$ cat src/logic/lan_status_pkg.sv
package lan_status_pkg;
    // register byte offsets
    localparam logic [7:0] status_offset      = 8'h00;
    localparam logic [7:0] mask_offset        = 8'h04;
    localparam logic [7:0] control_offset     = 8'h08;
    localparam logic [7:0] rx_state_offset    = 8'h0c;
    // flag bit positions inside the status word
    localparam int tx_complete_bit     = 0;
    localparam int link_pass_bit       = 4;
    localparam int underflow_bit       = 5;
    localparam int rx_complete_bit     = 6;
    localparam int rx_unavail_bit      = 7;
    localparam int rx_stopped_bit      = 8;
    localparam int rx_watchdog_bit     = 9;
    localparam int early_tx_bit        = 10;
    localparam int timer_expired_bit   = 11;
    localparam int link_fail_bit       = 12;
    localparam int abnormal_sum_bit    = 15;
    localparam int normal_sum_bit      = 16;
    // control register bit positions
    localparam int port_select_bit     = 0;
    localparam int squelch_enable_bit  = 1;
    localparam int medium_select_bit   = 2;
    localparam int autoneg_enable_bit  = 3;
    localparam int link_test_en_bit    = 4;
    localparam logic [31:0] status_reset  = 32'h0000_0000;
    localparam logic [31:0] mask_reset    = 32'h0000_0000;
    localparam logic [4:0]  control_reset = 5'h12;
    localparam logic [12:0] flag_field    = 13'h1ff1;
    localparam logic [12:0] abnormal_set  = 13'h17b0;
    localparam logic [12:0] normal_set    = 13'h0841;

    typedef enum logic [1:0] {
        rx_stopped,
        rx_running,
        rx_suspended
    } rx_state_e;

    typedef struct packed {
        logic tx_complete;
        logic link_pass_test;
        logic autoneg_done;
        logic link_fail_enter;
        logic timer_expired;
        logic early_tx;
        logic rx_watchdog;
        logic rx_start;
        logic rx_stop;
        logic rx_desc_host_owned;
        logic rx_frame_done;
        logic rx_frame_seen;
        logic tx_underflow;
    } events_s;

    typedef struct packed {
        logic [12:0] flags;
        logic [12:0] mask;
        logic [4:0]  control;
        rx_state_e   rx_state;
        logic        prev_desc_owned;
        logic        tx_suspend;
    } state_s;
endpackage

$ cat src/logic/lan_status_event_flags.sv
`timescale 1ns/10ps
module lan_status_event_flags (
    input  wire logic                    sys_clk,
    input  wire logic                    resetn,
    input  wire logic                    psel,
    input  wire logic                    penable,
    input  wire logic                    pwrite,
    input  wire logic [7:0]              paddr,
    input  wire logic [31:0]             pwdata,
    output logic      [31:0]             prdata,
    output logic                         pready,
    output logic                         pslverr,
    input  wire lan_status_pkg::events_s events,
    input  wire logic                    rx_poll_demand,
    input  wire logic                    tx_resume,
    output logic                         rx_suspended_out,
    output logic                         tx_suspended_out,
    output logic                         tx_desc_underflow_set,
    output logic                         irq
);
    import lan_status_pkg::*;

    logic   [1:0] rst_sync_q;
    logic         rst_n;
    state_s       s_q;
    state_s       s_d;
    logic         wr;
    logic         rd;
    logic         link_qual;
    logic [12:0]  set_v;
    logic [12:0]  clr_v;
    logic         abnormal_sum;
    logic         normal_sum;
    logic [31:0]  rdata_d;
    logic         addr_ok;
    logic [31:0]  prdata_q;
    logic         underflow_mark_q;

    always_ff @(posedge sys_clk or negedge resetn) begin
        if (!resetn) begin
            rst_sync_q <= 2'h0;
        end else begin
            rst_sync_q <= {rst_sync_q[0], 1'b1};
        end
    end
    assign rst_n = rst_sync_q[1];

    assign wr = psel && penable && pwrite;
    assign rd = psel && penable && !pwrite;
    assign addr_ok = (paddr == status_offset) || (paddr == mask_offset) ||
                     (paddr == control_offset) || (paddr == rx_state_offset);
    assign link_qual = !s_q.control[port_select_bit] && s_q.control[squelch_enable_bit] &&
                       !s_q.control[medium_select_bit];

    always_comb begin
        s_d   = s_q;
        set_v = 13'h0000;
        clr_v = 13'h0000;
        set_v[link_fail_bit]     = events.link_fail_enter && link_qual;
        set_v[timer_expired_bit] = events.timer_expired;
        set_v[early_tx_bit]      = events.early_tx;
        set_v[rx_watchdog_bit]   = events.rx_watchdog;
        set_v[rx_complete_bit]   = events.rx_frame_done;
        set_v[underflow_bit]     = events.tx_underflow;
        set_v[tx_complete_bit]   = events.tx_complete;
        set_v[link_pass_bit]     = (!s_q.control[autoneg_enable_bit] && events.link_pass_test) ||
                                   (s_q.control[autoneg_enable_bit] && events.autoneg_done);
        if (wr && paddr == control_offset && s_q.control[link_test_en_bit] &&
            !pwdata[link_test_en_bit]) begin
            set_v[link_pass_bit] = 1'b1;
        end
        // receive process
        case (s_q.rx_state)
            rx_stopped: begin
                if (events.rx_start) begin
                    s_d.rx_state = rx_running;
                end
            end
            rx_running: begin
                if (events.rx_stop) begin
                    s_d.rx_state = rx_stopped;
                    set_v[rx_stopped_bit] = 1'b1;
                end else if (events.rx_desc_host_owned) begin
                    s_d.rx_state = rx_suspended;
                    set_v[rx_unavail_bit] = s_q.prev_desc_owned;
                    s_d.prev_desc_owned = 1'b0;
                end else if (events.rx_frame_done) begin
                    s_d.prev_desc_owned = 1'b1;
                end
            end
            rx_suspended: begin
                if (events.rx_stop) begin
                    s_d.rx_state = rx_stopped;
                    set_v[rx_stopped_bit] = 1'b1;
                end else if (rx_poll_demand || events.rx_frame_seen) begin
                    s_d.rx_state = rx_running;
                    s_d.prev_desc_owned = 1'b1;
                end
            end
            default: begin
                s_d.rx_state = rx_stopped;
            end
        endcase
        // transmit suspend on underflow
        if (events.tx_underflow) begin
            s_d.tx_suspend = 1'b1;
        end else if (tx_resume) begin
            s_d.tx_suspend = 1'b0;
        end
        // write-one-to-clear and automatic clears
        if (wr && paddr == status_offset) begin
            clr_v = pwdata[12:0] & flag_field;
        end
        if (set_v[link_pass_bit]) begin
            clr_v[link_fail_bit] = 1'b1;
        end
        if (set_v[link_fail_bit]) begin
            clr_v[link_pass_bit] = 1'b1;
        end
        if (set_v[tx_complete_bit]) begin
            clr_v[early_tx_bit] = 1'b1;
        end
        s_d.flags = ((s_q.flags & ~clr_v) | set_v) & flag_field;
        // an early transmit cleared by completion keeps its own set over other clears
        if (set_v[early_tx_bit]) begin
            s_d.flags[early_tx_bit] = 1'b1;
        end
        if (wr && paddr == mask_offset) begin
            s_d.mask = pwdata[12:0] & flag_field;
        end
        if (wr && paddr == control_offset) begin
            s_d.control = pwdata[4:0];
        end
    end

    // early transmit summary latch survives the automatic clear
    logic eti_hold_q;
    logic eti_hold_d;
    always_comb begin
        eti_hold_d = eti_hold_q;
        if (s_q.flags[early_tx_bit] && s_q.mask[early_tx_bit] && set_v[tx_complete_bit]) begin
            eti_hold_d = 1'b1;
        end
        if (wr && paddr == status_offset && pwdata[early_tx_bit]) begin
            eti_hold_d = 1'b0;
        end
    end

    assign abnormal_sum = |(s_q.flags & s_q.mask & abnormal_set) || eti_hold_q;
    assign normal_sum   = |(s_q.flags & s_q.mask & normal_set);

    always_comb begin
        rdata_d = 32'h0000_0000;
        case (paddr)
            status_offset: begin
                rdata_d[12:0]            = s_q.flags;
                rdata_d[abnormal_sum_bit] = abnormal_sum;
                rdata_d[normal_sum_bit]   = normal_sum;
            end
            mask_offset: begin
                rdata_d[12:0] = s_q.mask;
            end
            control_offset: begin
                rdata_d[4:0] = s_q.control;
            end
            rx_state_offset: begin
                rdata_d[1:0] = s_q.rx_state;
                rdata_d[2]   = s_q.tx_suspend;
            end
            default: begin
                rdata_d = 32'h0000_0000;
            end
        endcase
    end

    always_ff @(posedge sys_clk or negedge rst_n) begin
        if (!rst_n) begin
            s_q              <= '{flags: 13'h0000, mask: 13'h0000, control: control_reset,
                                  rx_state: rx_stopped, prev_desc_owned: 1'b1, tx_suspend: 1'b0};
            eti_hold_q       <= 1'b0;
            prdata_q         <= 32'h0000_0000;
            underflow_mark_q <= 1'b0;
        end else begin
            s_q              <= s_d;
            eti_hold_q       <= eti_hold_d;
            prdata_q         <= psel && !penable && !pwrite ? rdata_d : prdata_q;
            underflow_mark_q <= events.tx_underflow;
        end
    end

    assign prdata                = prdata_q;
    assign pready                = 1'b1;
    assign pslverr               = psel && penable && !addr_ok;
    assign rx_suspended_out      = s_q.rx_state == rx_suspended;
    assign tx_suspended_out      = s_q.tx_suspend;
    assign tx_desc_underflow_set = underflow_mark_q;
    assign irq                   = abnormal_sum || normal_sum;
endmodule

$ cat config.mk
export PLATFORM = sky130hd
export DESIGN_NAME = lan_status_event_flags
export DESIGN_NICKNAME = d
export VERILOG_FILES = /design/src/logic/lan_status_pkg.sv /design/src/logic/lan_status_event_flags.sv
export SDC_FILE = /design/constraint.sdc
export NUM_CORES = 1
export LEC_CHECK = 0
export BUFFER_PORTS_ARGS = -buffer_cell sky130_fd_sc_hd__clkbuf_2
export CORE_MARGIN = 3
export CORE_UTILIZATION = 48
export DETAILED_ROUTE_END_ITERATION = 7
export PLACE_DENSITY = 0.79
export SKIP_CTS_REPAIR_TIMING = 1
export SLEW_MARGIN = 15
export SYNTH_ARGS = -nofsm -noshare
export SYNTH_HDL_FRONTEND = slang
export SYNTH_SLANG_ARGS = --single-unit
$ cat constraint.sdc
create_clock -name sys_clk -period 1.95 [get_ports sys_clk]
set_input_delay 0.4875 -clock sys_clk [delete_from_list [all_inputs] [get_ports sys_clk]]
set_output_delay 0.4875 -clock sys_clk [all_outputs]
set_load 0.005 [all_outputs]
==> impl_results.html, run 1 <==
<table>
<tr><th>Metric</th><th>Value</th></tr>
<tr><th colspan="2">Status</th></tr>
<tr><td>Run status</td><td>finished with violations</td></tr>
<tr><td>Failing checks</td><td>setup timing</td></tr>
<tr><th colspan="2">Die</th></tr>
<tr><td>Die width</td><td>76.4 um</td></tr>
<tr><td>Core outline area</td><td>around 0.0046 mm2</td></tr>
<tr><td>Starting density of the core</td><td>0.521</td></tr>
<tr><td>Floorplan row count</td><td>24</td></tr>
<tr><td>Top Ports</td><td>between 90 and 100</td></tr>
<tr><td>Height of the die</td><td>76.4 um</td></tr>
<tr><td>Total die area</td><td>a little under 0.006 mm2</td></tr>
<tr><th colspan="2">Setup path</th></tr>
<tr><td>Max stage delay cell, worst path</td><td>dfrtp_1</td></tr>
<tr><td>Required time worst endpoint</td><td>between 1000 and 1500 ps</td></tr>
<tr><td>CP Cell Sequence</td><td>a22o_1, a221oi_2, and3_1, nand2_1, clkbuf_2</td></tr>
<tr><td>Launching element type of the critical path</td><td>flip-flop</td></tr>
<tr><td>Critical Path Sink Type</td><td>output pin</td></tr>
<tr><td>Data arrival at the endpoint of the critical path</td><td>1590 ps</td></tr>
<tr><td>Worst-path maximum fanout</td><td>3</td></tr>
<tr><td>R2R Setup Slk</td><td>between 150 and 200 ps</td></tr>
<tr><td>Largest stage delay, worst path</td><td>400 ps</td></tr>
<tr><td>Kind of critical path</td><td>reg2out</td></tr>
<tr><th colspan="2">GRT</th></tr>
<tr><td>Number of global-route vias before repair</td><td>around 1800</td></tr>
<tr><td>Largest net degree at the start of global routing</td><td>26</td></tr>
<tr><td>Wire length of the first global-routing pass</td><td>8.52 mm</td></tr>
<tr><td>Global-route usage over all layers</td><td>0.183</td></tr>
<tr><td>Overflow after GRT</td><td>0</td></tr>
<tr><td>Number of antenna violations at the first check in global routing</td><td>0</td></tr>
<tr><th colspan="2">Logic synthesis</th></tr>
<tr><td>Syn_area_per_cell</td><td>between 10 and 15 um2</td></tr>
<tr><td>Cell accounting for the most synthesized area</td><td>dfrtp_1</td></tr>
<tr><td>Async set or reset register ratio after synthesis</td><td>1.00</td></tr>
<tr><td>Post-synthesis register bit count</td><td>48</td></tr>
<tr><td>Area fraction of the dominant cell type after synthesis</td><td>0.473</td></tr>
<tr><td>Warning count from the yosys run</td><td>0</td></tr>
<tr><td>EDFF count, synth</td><td>0</td></tr>
<tr><td>Syn Std Cell Area</td><td>between 0.002 and 0.0025 mm2</td></tr>
<tr><td>Synth top area cells</td><td>dfrtp_1 47%, mux2_4 6.3%, buf_4 5.7%</td></tr>
<tr><td>Cell count after synthesis</td><td>197</td></tr>
<tr><td>Number of distinct library cell variants in the gate-level netlist after synthesis</td><td>between 40 and 50</td></tr>
<tr><td>Prevailing post-synth register cell</td><td>dfrtp_1</td></tr>
<tr><td>Sequential share of the synthesized area</td><td>0.507</td></tr>
<tr><th colspan="2">STA</th></tr>
<tr><td>Achievable Freq</td><td>approximately 480 MHz</td></tr>
<tr><td>Max-slew violation count</td><td>0</td></tr>
<tr><td>Finish-stage setup viols</td><td>1</td></tr>
<tr><td>RSZ-0062 raised after global routing</td><td>yes</td></tr>
<tr><td>Final hold violation count</td><td>0</td></tr>
<tr><td>Final worst-path cycle share</td><td>1.06</td></tr>
<tr><td>Worst setup skew after layout</td><td>7.67 ps</td></tr>
<tr><td>Tmin final</td><td>roughly 2100 ps</td></tr>
<tr><td>Post-route worst hold slack</td><td>approximately 240 ps</td></tr>
<tr><td>PnR worst setup slack</td><td>-124 ps</td></tr>
<tr><th colspan="2">Placement</th></tr>
<tr><td>Placed Area</td><td>0.00277 mm2</td></tr>
<tr><td>DP Cell Count</td><td>~330</td></tr>
<tr><td>Detailed-placement wirelength estimate</td><td>between 3 and 4 mm</td></tr>
<tr><td>Port-buffer cells</td><td>60</td></tr>
<tr><td>Minimum setup slack after placement</td><td>-119 ps</td></tr>
<tr><td>Final weighted congestion in routability-driven placement</td><td>0.813</td></tr>
<tr><th colspan="2">Route</th></tr>
<tr><td>Final routed wirelength across all metal layers</td><td>approximately 5 mm</td></tr>
<tr><td>Drt pass-1 iters</td><td>4</td></tr>
<tr><td>Routed vias/inst</td><td>roughly 5</td></tr>
<tr><td>Count of unresolved DRC violations after routing</td><td>0</td></tr>
<tr><td>Overall via count from detail_route</td><td>1742</td></tr>
<tr><td>Routed Antenna Nets</td><td>0</td></tr>
<tr><td>Routed len/inst</td><td>roughly 15 um</td></tr>
<tr><td>Initial DRC count</td><td>64</td></tr>
<tr><th colspan="2">Power and ir drop</th></tr>
<tr><td>Power per unit of standard cell area</td><td>720 mW/mm2</td></tr>
<tr><td>Int Power</td><td>1.53 mW</td></tr>
<tr><td>Worst vdd ir</td><td>0.343 mV</td></tr>
<tr><td>Fraction of power consumed by sequential logic</td><td>0.532</td></tr>
<tr><td>Leakage</td><td>1.51 nW</td></tr>
<tr><td>Switching part of the total power</td><td>0.268</td></tr>
<tr><td>Switching component of the power</td><td>~560 uW</td></tr>
<tr><td>Part of the total power dissipated in combinational logic</td><td>0.174</td></tr>
<tr><td>Clock network power share</td><td>0.294</td></tr>
<tr><th colspan="2">Clock network</th></tr>
<tr><td>Clock-pin slew on the worst setup and hold paths</td><td>approximately 90 ps</td></tr>
<tr><td>Maximum clock path buffer count</td><td>2</td></tr>
<tr><td>CTS root buf</td><td>clkbuf_8</td></tr>
<tr><td>Clock sinks</td><td>48</td></tr>
<tr><td>Latest clock arrival within the worst-skew pair</td><td>~300 ps</td></tr>
<tr><td>Number of buffers created by CTS</td><td>5</td></tr>
<tr><td>TritonCTS clock tree</td><td>done</td></tr>
<tr><td>Maximum level of the CTS H-tree</td><td>2</td></tr>
<tr><th colspan="2">Final layout</th></tr>
<tr><td>Growth of design area from synthesis to finish</td><td>22.4%</td></tr>
<tr><td>Number of nets in the layout</td><td>337</td></tr>
<tr><td>Area of all placed cells without fillers</td><td>between 0.002 and 0.003 mm2</td></tr>
<tr><td>Non-filler instance count after layout</td><td>roughly 340</td></tr>
<tr><td>Final antenna diode count</td><td>0</td></tr>
<tr><td>Fraction of layout cells with a size suffix above 1</td><td>0.431</td></tr>
<tr><td>Util after Layout</td><td>0.638</td></tr>
<tr><th colspan="2">Hold path</th></tr>
<tr><td>Path class of the lowest-slack min-delay path</td><td>reg2async</td></tr>
<tr><th colspan="2">Run</th></tr>
<tr><td>Max-cap violation count</td><td>0</td></tr>
</table>
-- layout by cell type (no fill, tap or decap), types with 4 or more instances in the layout --
| cell | Yosys | layout |
|---|---|---|
| nor2_1 | 5 | 4 |
| a22o_1 | 4 | 4 |
| a221o_1 | 8 | 8 |
| a21o_1 | 5 | 5 |
| clkbuf_8 | 0 | 6 |
| clkbuf_2 | 0 | 60 |
| buf_4 | 18 | 13 |
| and2_1 | 7 | 7 |
| inv_1 | 9 | 9 |
| mux2_4 | 10 | 10 |
| dfrtp_1 | 45 | 44 |
| conb_1 | 2 | 19 |
| ha_1 | 4 | 4 |
| nand2_1 | 15 | 15 |
| o21ai_0 | 4 | 4 |
| a21oi_1 | 6 | 6 |
| mux2_2 | 10 | 10 |
-- cell usage after synthesis, types with 3 or more instances --
library cell and number:
inv_1 9, and2_1 7, mux2_2 10, buf_4 18
a22o_1 4, and2_0 3, mux2_4 10, a21o_1 5
a21oi_1 6, ha_1 4, o21ai_0 4, a32o_1 3
buf_2 3, dfrtp_1 45, nor2_1 5, nand2_1 15
nand3_1 3, dfstp_2 3, a221o_1 8, a31oi_1 3
-- final timing paths --
check / start / cells after the start / end
min reg2reg: rst_sync_q[1] / 0 / prdata[8]
min in group sys_clk: events[0] / 1 / tx_desc_underflow_set
max reg2reg: s_q[2] / 6 / s_q[2]
min: rst_sync_q[1] / 0 / prdata[8]
max in group asynchronous: rst_sync_q[1] / 1 / s_q[5]
max: s_q[30] / 5 / irq
-- area by class of cell --
cell class / count / area (um2)
Timing Repair Buffer: 76 / 448
Clock buffer: 6 / 82.6
Sequential cell: 48 / 1210
Multi-Input combinational cell: 133 / 1040
Inverter: 9 / 33.8
Clock inverter: 2 / 15.0
Fill cell: 376 / 1650
Tap cell: 65 / 81.3
-- cells by family after synthesis --
logic type | synth area share
buffers and inverters | 0.0852
multiplexers | 0.124
AO/OA/AOI/OAI | 0.136
flip-flops | 0.507
adder cells (fa/ha/maj) | 0.0210
other | 0.00316
AND/OR/NAND/NOR | 0.124
-- power groups by stage --
stage,Clock [mW],Sequential [mW],Combinational (mW)
6_report,0.615,1.11,0.365
5_1_grt,0.671,1.13,0.411
4_1_cts,0.634,1.12,0.367
3_5_place_dp,0,1.14,0.365
3_3_place_gp,0,1.14,0.346
2_1_floorplan,0,1.12,0.251
-- state kept, by name, indices dropped and copies added (netlist names) --
| name | count |
|---|---|
| eti_hold_q | 1 |
| prdata | 15 |
| rst_sync_q | 2 |
| s_q | 28 |
| tx_desc_underflow_set | 1 |
| tx_suspended_out | 1 |
-- worst max-delay path: cells and delay by family, from the launching register on --
family | cells | cell delay [ps]
buffers and inverters | 1 | 120
AO/OA/AOI/OAI | 2 | 460
AND/OR/NAND/NOR | 2 | 300
flip-flops | 1 | 400
-- per-layer routing --
metal  vias to the layer above  GRT usage  wire (um)
met1                       855      0.224       2120
li1                        821          -          -
met3                         7     0.0544        331
met2                        59      0.313       2490
met5                         -          0          0
met4                         0     0.0507         76
-- per-stage QoR --
stage,setup TNS (ps),power (mW)
final,-124,2.09
after global routing,-211,2.21
after CTS,-224,2.12
after detailed placement,-2360,1.50
after global placement,-1680,1.48
after floorplan,0,1.38
Note: power is estimated with default switching activity, not from simulation.
==> run 2, diff against run 1 <==
REMOVE_ABC_BUFFERS = 1   (was unset)
==> run 2 against run 1 <==
  * The run still ends with setup timing left
  * Cell count down 0.59%
  * Sequential share of layout area increased by 0.32 points
  * First-iteration DRC count increased to 3.3 times the previous value
  * Non-clock buffer count decreased by 2
  * Sequential power barely moved
  * Clock-buffer cell count unchanged
==> impl_results.html, run 2 (synthesis results as in run 1) <==
<table>
<tr><th>Metric</th><th>Value</th></tr>
<tr><th colspan="2">Route</th></tr>
<tr><td>Drt pass-1 iters</td><td>5</td></tr>
<tr><td>Overall via count from detail_route</td><td>1735</td></tr>
<tr><td>Final routed wirelength across all metal layers</td><td>roughly 5.3 mm</td></tr>
<tr><td>Count of unresolved DRC violations after routing</td><td>0</td></tr>
<tr><td>Routed vias/inst</td><td>just over 5</td></tr>
<tr><td>Initial DRC count</td><td>208</td></tr>
<tr><td>Routed len/inst</td><td>~16 um</td></tr>
<tr><td>Routed Antenna Nets</td><td>0</td></tr>
<tr><th colspan="2">Die</th></tr>
<tr><td>Height of the die</td><td>about 76 um</td></tr>
<tr><td>Floorplan row count</td><td>24</td></tr>
<tr><td>Die width</td><td>~76 um</td></tr>
<tr><td>Top Ports</td><td>98</td></tr>
<tr><td>Starting density of the core</td><td>0.521</td></tr>
<tr><td>Total die area</td><td>between 0.005 and 0.006 mm2</td></tr>
<tr><td>Core outline area</td><td>between 0.004 and 0.005 mm2</td></tr>
<tr><th colspan="2">Setup path</th></tr>
<tr><td>Worst-path maximum fanout</td><td>3</td></tr>
<tr><td>Critical Path Sink Type</td><td>output pin</td></tr>
<tr><td>Kind of critical path</td><td>reg2out</td></tr>
<tr><td>Launching element type of the critical path</td><td>flip-flop</td></tr>
<tr><td>Worst R2R Path Depth</td><td>6</td></tr>
<tr><td>Data arrival at the endpoint of the critical path</td><td>approximately 1600 ps</td></tr>
<tr><td>Required time worst endpoint</td><td>1460 ps</td></tr>
<tr><th colspan="2">Power and ir drop</th></tr>
<tr><td>Worst vdd ir</td><td>0.388 mV</td></tr>
<tr><td>Power per unit of standard cell area</td><td>~730 mW/mm2</td></tr>
<tr><td>Leakage</td><td>approximately 1.5 nW</td></tr>
<tr><td>Design Power</td><td>approximately 2.1 mW</td></tr>
<tr><th colspan="2">STA</th></tr>
<tr><td>RSZ-0062 raised after global routing</td><td>yes</td></tr>
<tr><td>Final worst-path cycle share</td><td>1.04</td></tr>
<tr><td>PnR worst setup slack</td><td>-85.9 ps</td></tr>
<tr><td>Normalized max-slew margin</td><td>0.455</td></tr>
<tr><td>Achievable Freq</td><td>between 400 and 500 MHz</td></tr>
<tr><td>Transition time at the pin with the least slew margin</td><td>818 ps</td></tr>
<tr><td>Final hold violation count</td><td>0</td></tr>
<tr><td>Post-route worst hold slack</td><td>about 320 ps</td></tr>
<tr><td>Max-slew violation count</td><td>0</td></tr>
<tr><td>Finish-stage setup viols</td><td>1</td></tr>
<tr><td>Tmin final</td><td>roughly 2000 ps</td></tr>
<tr><td>Worst setup skew after layout</td><td>between 6 and 7 ps</td></tr>
<tr><th colspan="2">Clock network</th></tr>
<tr><td>CTS root buf</td><td>clkbuf_8</td></tr>
<tr><td>Number of buffers created by CTS</td><td>5</td></tr>
<tr><td>Maximum level of the CTS H-tree</td><td>2</td></tr>
<tr><td>Maximum clock path buffer count</td><td>2</td></tr>
<tr><td>Latest clock arrival within the worst-skew pair</td><td>300 ps</td></tr>
<tr><td>TritonCTS clock tree</td><td>done</td></tr>
<tr><td>Clock sinks</td><td>between 40 and 50</td></tr>
<tr><td>Clock-pin slew on the worst setup and hold paths</td><td>approximately 90 ps</td></tr>
<tr><th colspan="2">Final layout</th></tr>
<tr><td>Growth of design area from synthesis to finish</td><td>21.4%</td></tr>
<tr><td>Most frequent standard cell in the layout excluding fill and tap cells</td><td>clkbuf_2</td></tr>
<tr><td>Area of all placed cells without fillers</td><td>approximately 0.0029 mm2</td></tr>
<tr><td>Reg with most FFs</td><td>s_q</td></tr>
<tr><td>Leading cell types in the layout, fill and taps excluded</td><td>60 x clkbuf_2, 44 x dfrtp_1, 19 x conb_1, 15 x nand2_1, 12 x buf_4</td></tr>
<tr><td>Fraction of layout cells with a size suffix above 1</td><td>0.426</td></tr>
<tr><td>Non-filler instance count after layout</td><td>around 340</td></tr>
<tr><td>Number of nets in the layout</td><td>~340</td></tr>
<tr><td>Final antenna diode count</td><td>0</td></tr>
<tr><td>Number of flip-flops in the largest register</td><td>28</td></tr>
<tr><td>Number of inserted filler cells in the final layout</td><td>398</td></tr>
<tr><th colspan="2">GRT</th></tr>
<tr><td>Overflow after GRT</td><td>0</td></tr>
<tr><td>Largest net degree at the start of global routing</td><td>38</td></tr>
<tr><td>Wire length of the first global-routing pass</td><td>approximately 9 mm</td></tr>
<tr><td>Number of antenna violations at the first check in global routing</td><td>0</td></tr>
<tr><td>Number of global-route vias before repair</td><td>roughly 1800</td></tr>
<tr><td>Global-route usage over all layers</td><td>0.190</td></tr>
<tr><th colspan="2">Status</th></tr>
<tr><td>Failing checks</td><td>setup timing</td></tr>
<tr><td>Run status</td><td>finished with violations</td></tr>
<tr><th colspan="2">Placement</th></tr>
<tr><td>Detailed-placement wirelength estimate</td><td>a little under 4 mm</td></tr>
<tr><td>Port-buffer cells</td><td>60</td></tr>
<tr><td>DP Cell Count</td><td>about 330</td></tr>
<tr><td>Placed Area</td><td>roughly 0.0028 mm2</td></tr>
<tr><td>Final weighted congestion in routability-driven placement</td><td>about 0.8</td></tr>
<tr><th colspan="2">Hold path</th></tr>
<tr><td>Path class of the lowest-slack min-delay path</td><td>in2reg</td></tr>
<tr><td>Hold path depth</td><td>1</td></tr>
<tr><th colspan="2">Run</th></tr>
<tr><td>Max-cap violation count</td><td>0</td></tr>
</table>
## run 2: cell types whose count changed in the layout (fill, tap and decap cells not counted), sizes merged
cell / previous run / this run
buf: 15 / 13
## run 2: layout make-up
| type | instances | area, um2 | area share |
|---|---|---|---|
| flip-flops and latches | 48 | 1210 | 0.418 |
| multi-input cells | 133 | 1050 | 0.363 |
| repair buffers | 74 | 420 | 0.146 |
| clock buffers | 6 | 82.6 | 0.0286 |
| well taps | 65 | 81.3 | 0.0282 |
| inverters | 9 | 33.8 | 0.0117 |
| clock inverters | 2 | 15.0 | 0.00520 |
## run 2: path summary, 6_finish.rpt
path                          startpoint  slack, ps                    end
max in group asynchronous  rst_sync_q[1]        940              prdata[4]
hold reg to reg            rst_sync_q[1]        370              prdata[8]
min in group asynchronous  rst_sync_q[1]        370              prdata[8]
setup reg to reg                  s_q[2]        200                 s_q[3]
setup / recovery                 s_q[30]        -90                    irq
hold / removal                 events[0]        320  tx_desc_underflow_set
## run 2: layer usage
layer,GRT usage,vias to the layer above,share of wire
met3,0.0437,7,0.066
met5,0,-,0
met4,0.0688,0,0.014
met2,0.313,73,0.49
li1,-,816,-
met1,0.244,839,0.43
## run 2: report_power, final
| part | internal (mW) | total, mW | leakage (nW) | switching (mW) |
|---|---|---|---|---|
| logic | 0.188 | 0.360 | 0.851 | 0.172 |
| clock network | 0.287 | 0.623 | 0.0434 | 0.336 |
| registers | 1.06 | 1.12 | 0.601 | 0.0629 |
| total | 1.53 | 2.10 | 1.50 | 0.571 |
## run 2: through the flow
step                      TNS (ps)  utilization  setup slack [ps]
after floorplan              -3130            -              -313
after global placement       -2270        0.604              -133
after detailed placement     -3440        0.604              -162
after CTS                     -224        0.626              -181
after global routing          -193        0.633              -184
final                        -85.9        0.633             -85.9
## run 2: worst max-delay path: stages (launching register included)
cell and delay, ps:
dfrtp_1 410, a22o_1 250, a221oi_2 200, and3_1 200, nand2_1 50, clkbuf_2 120
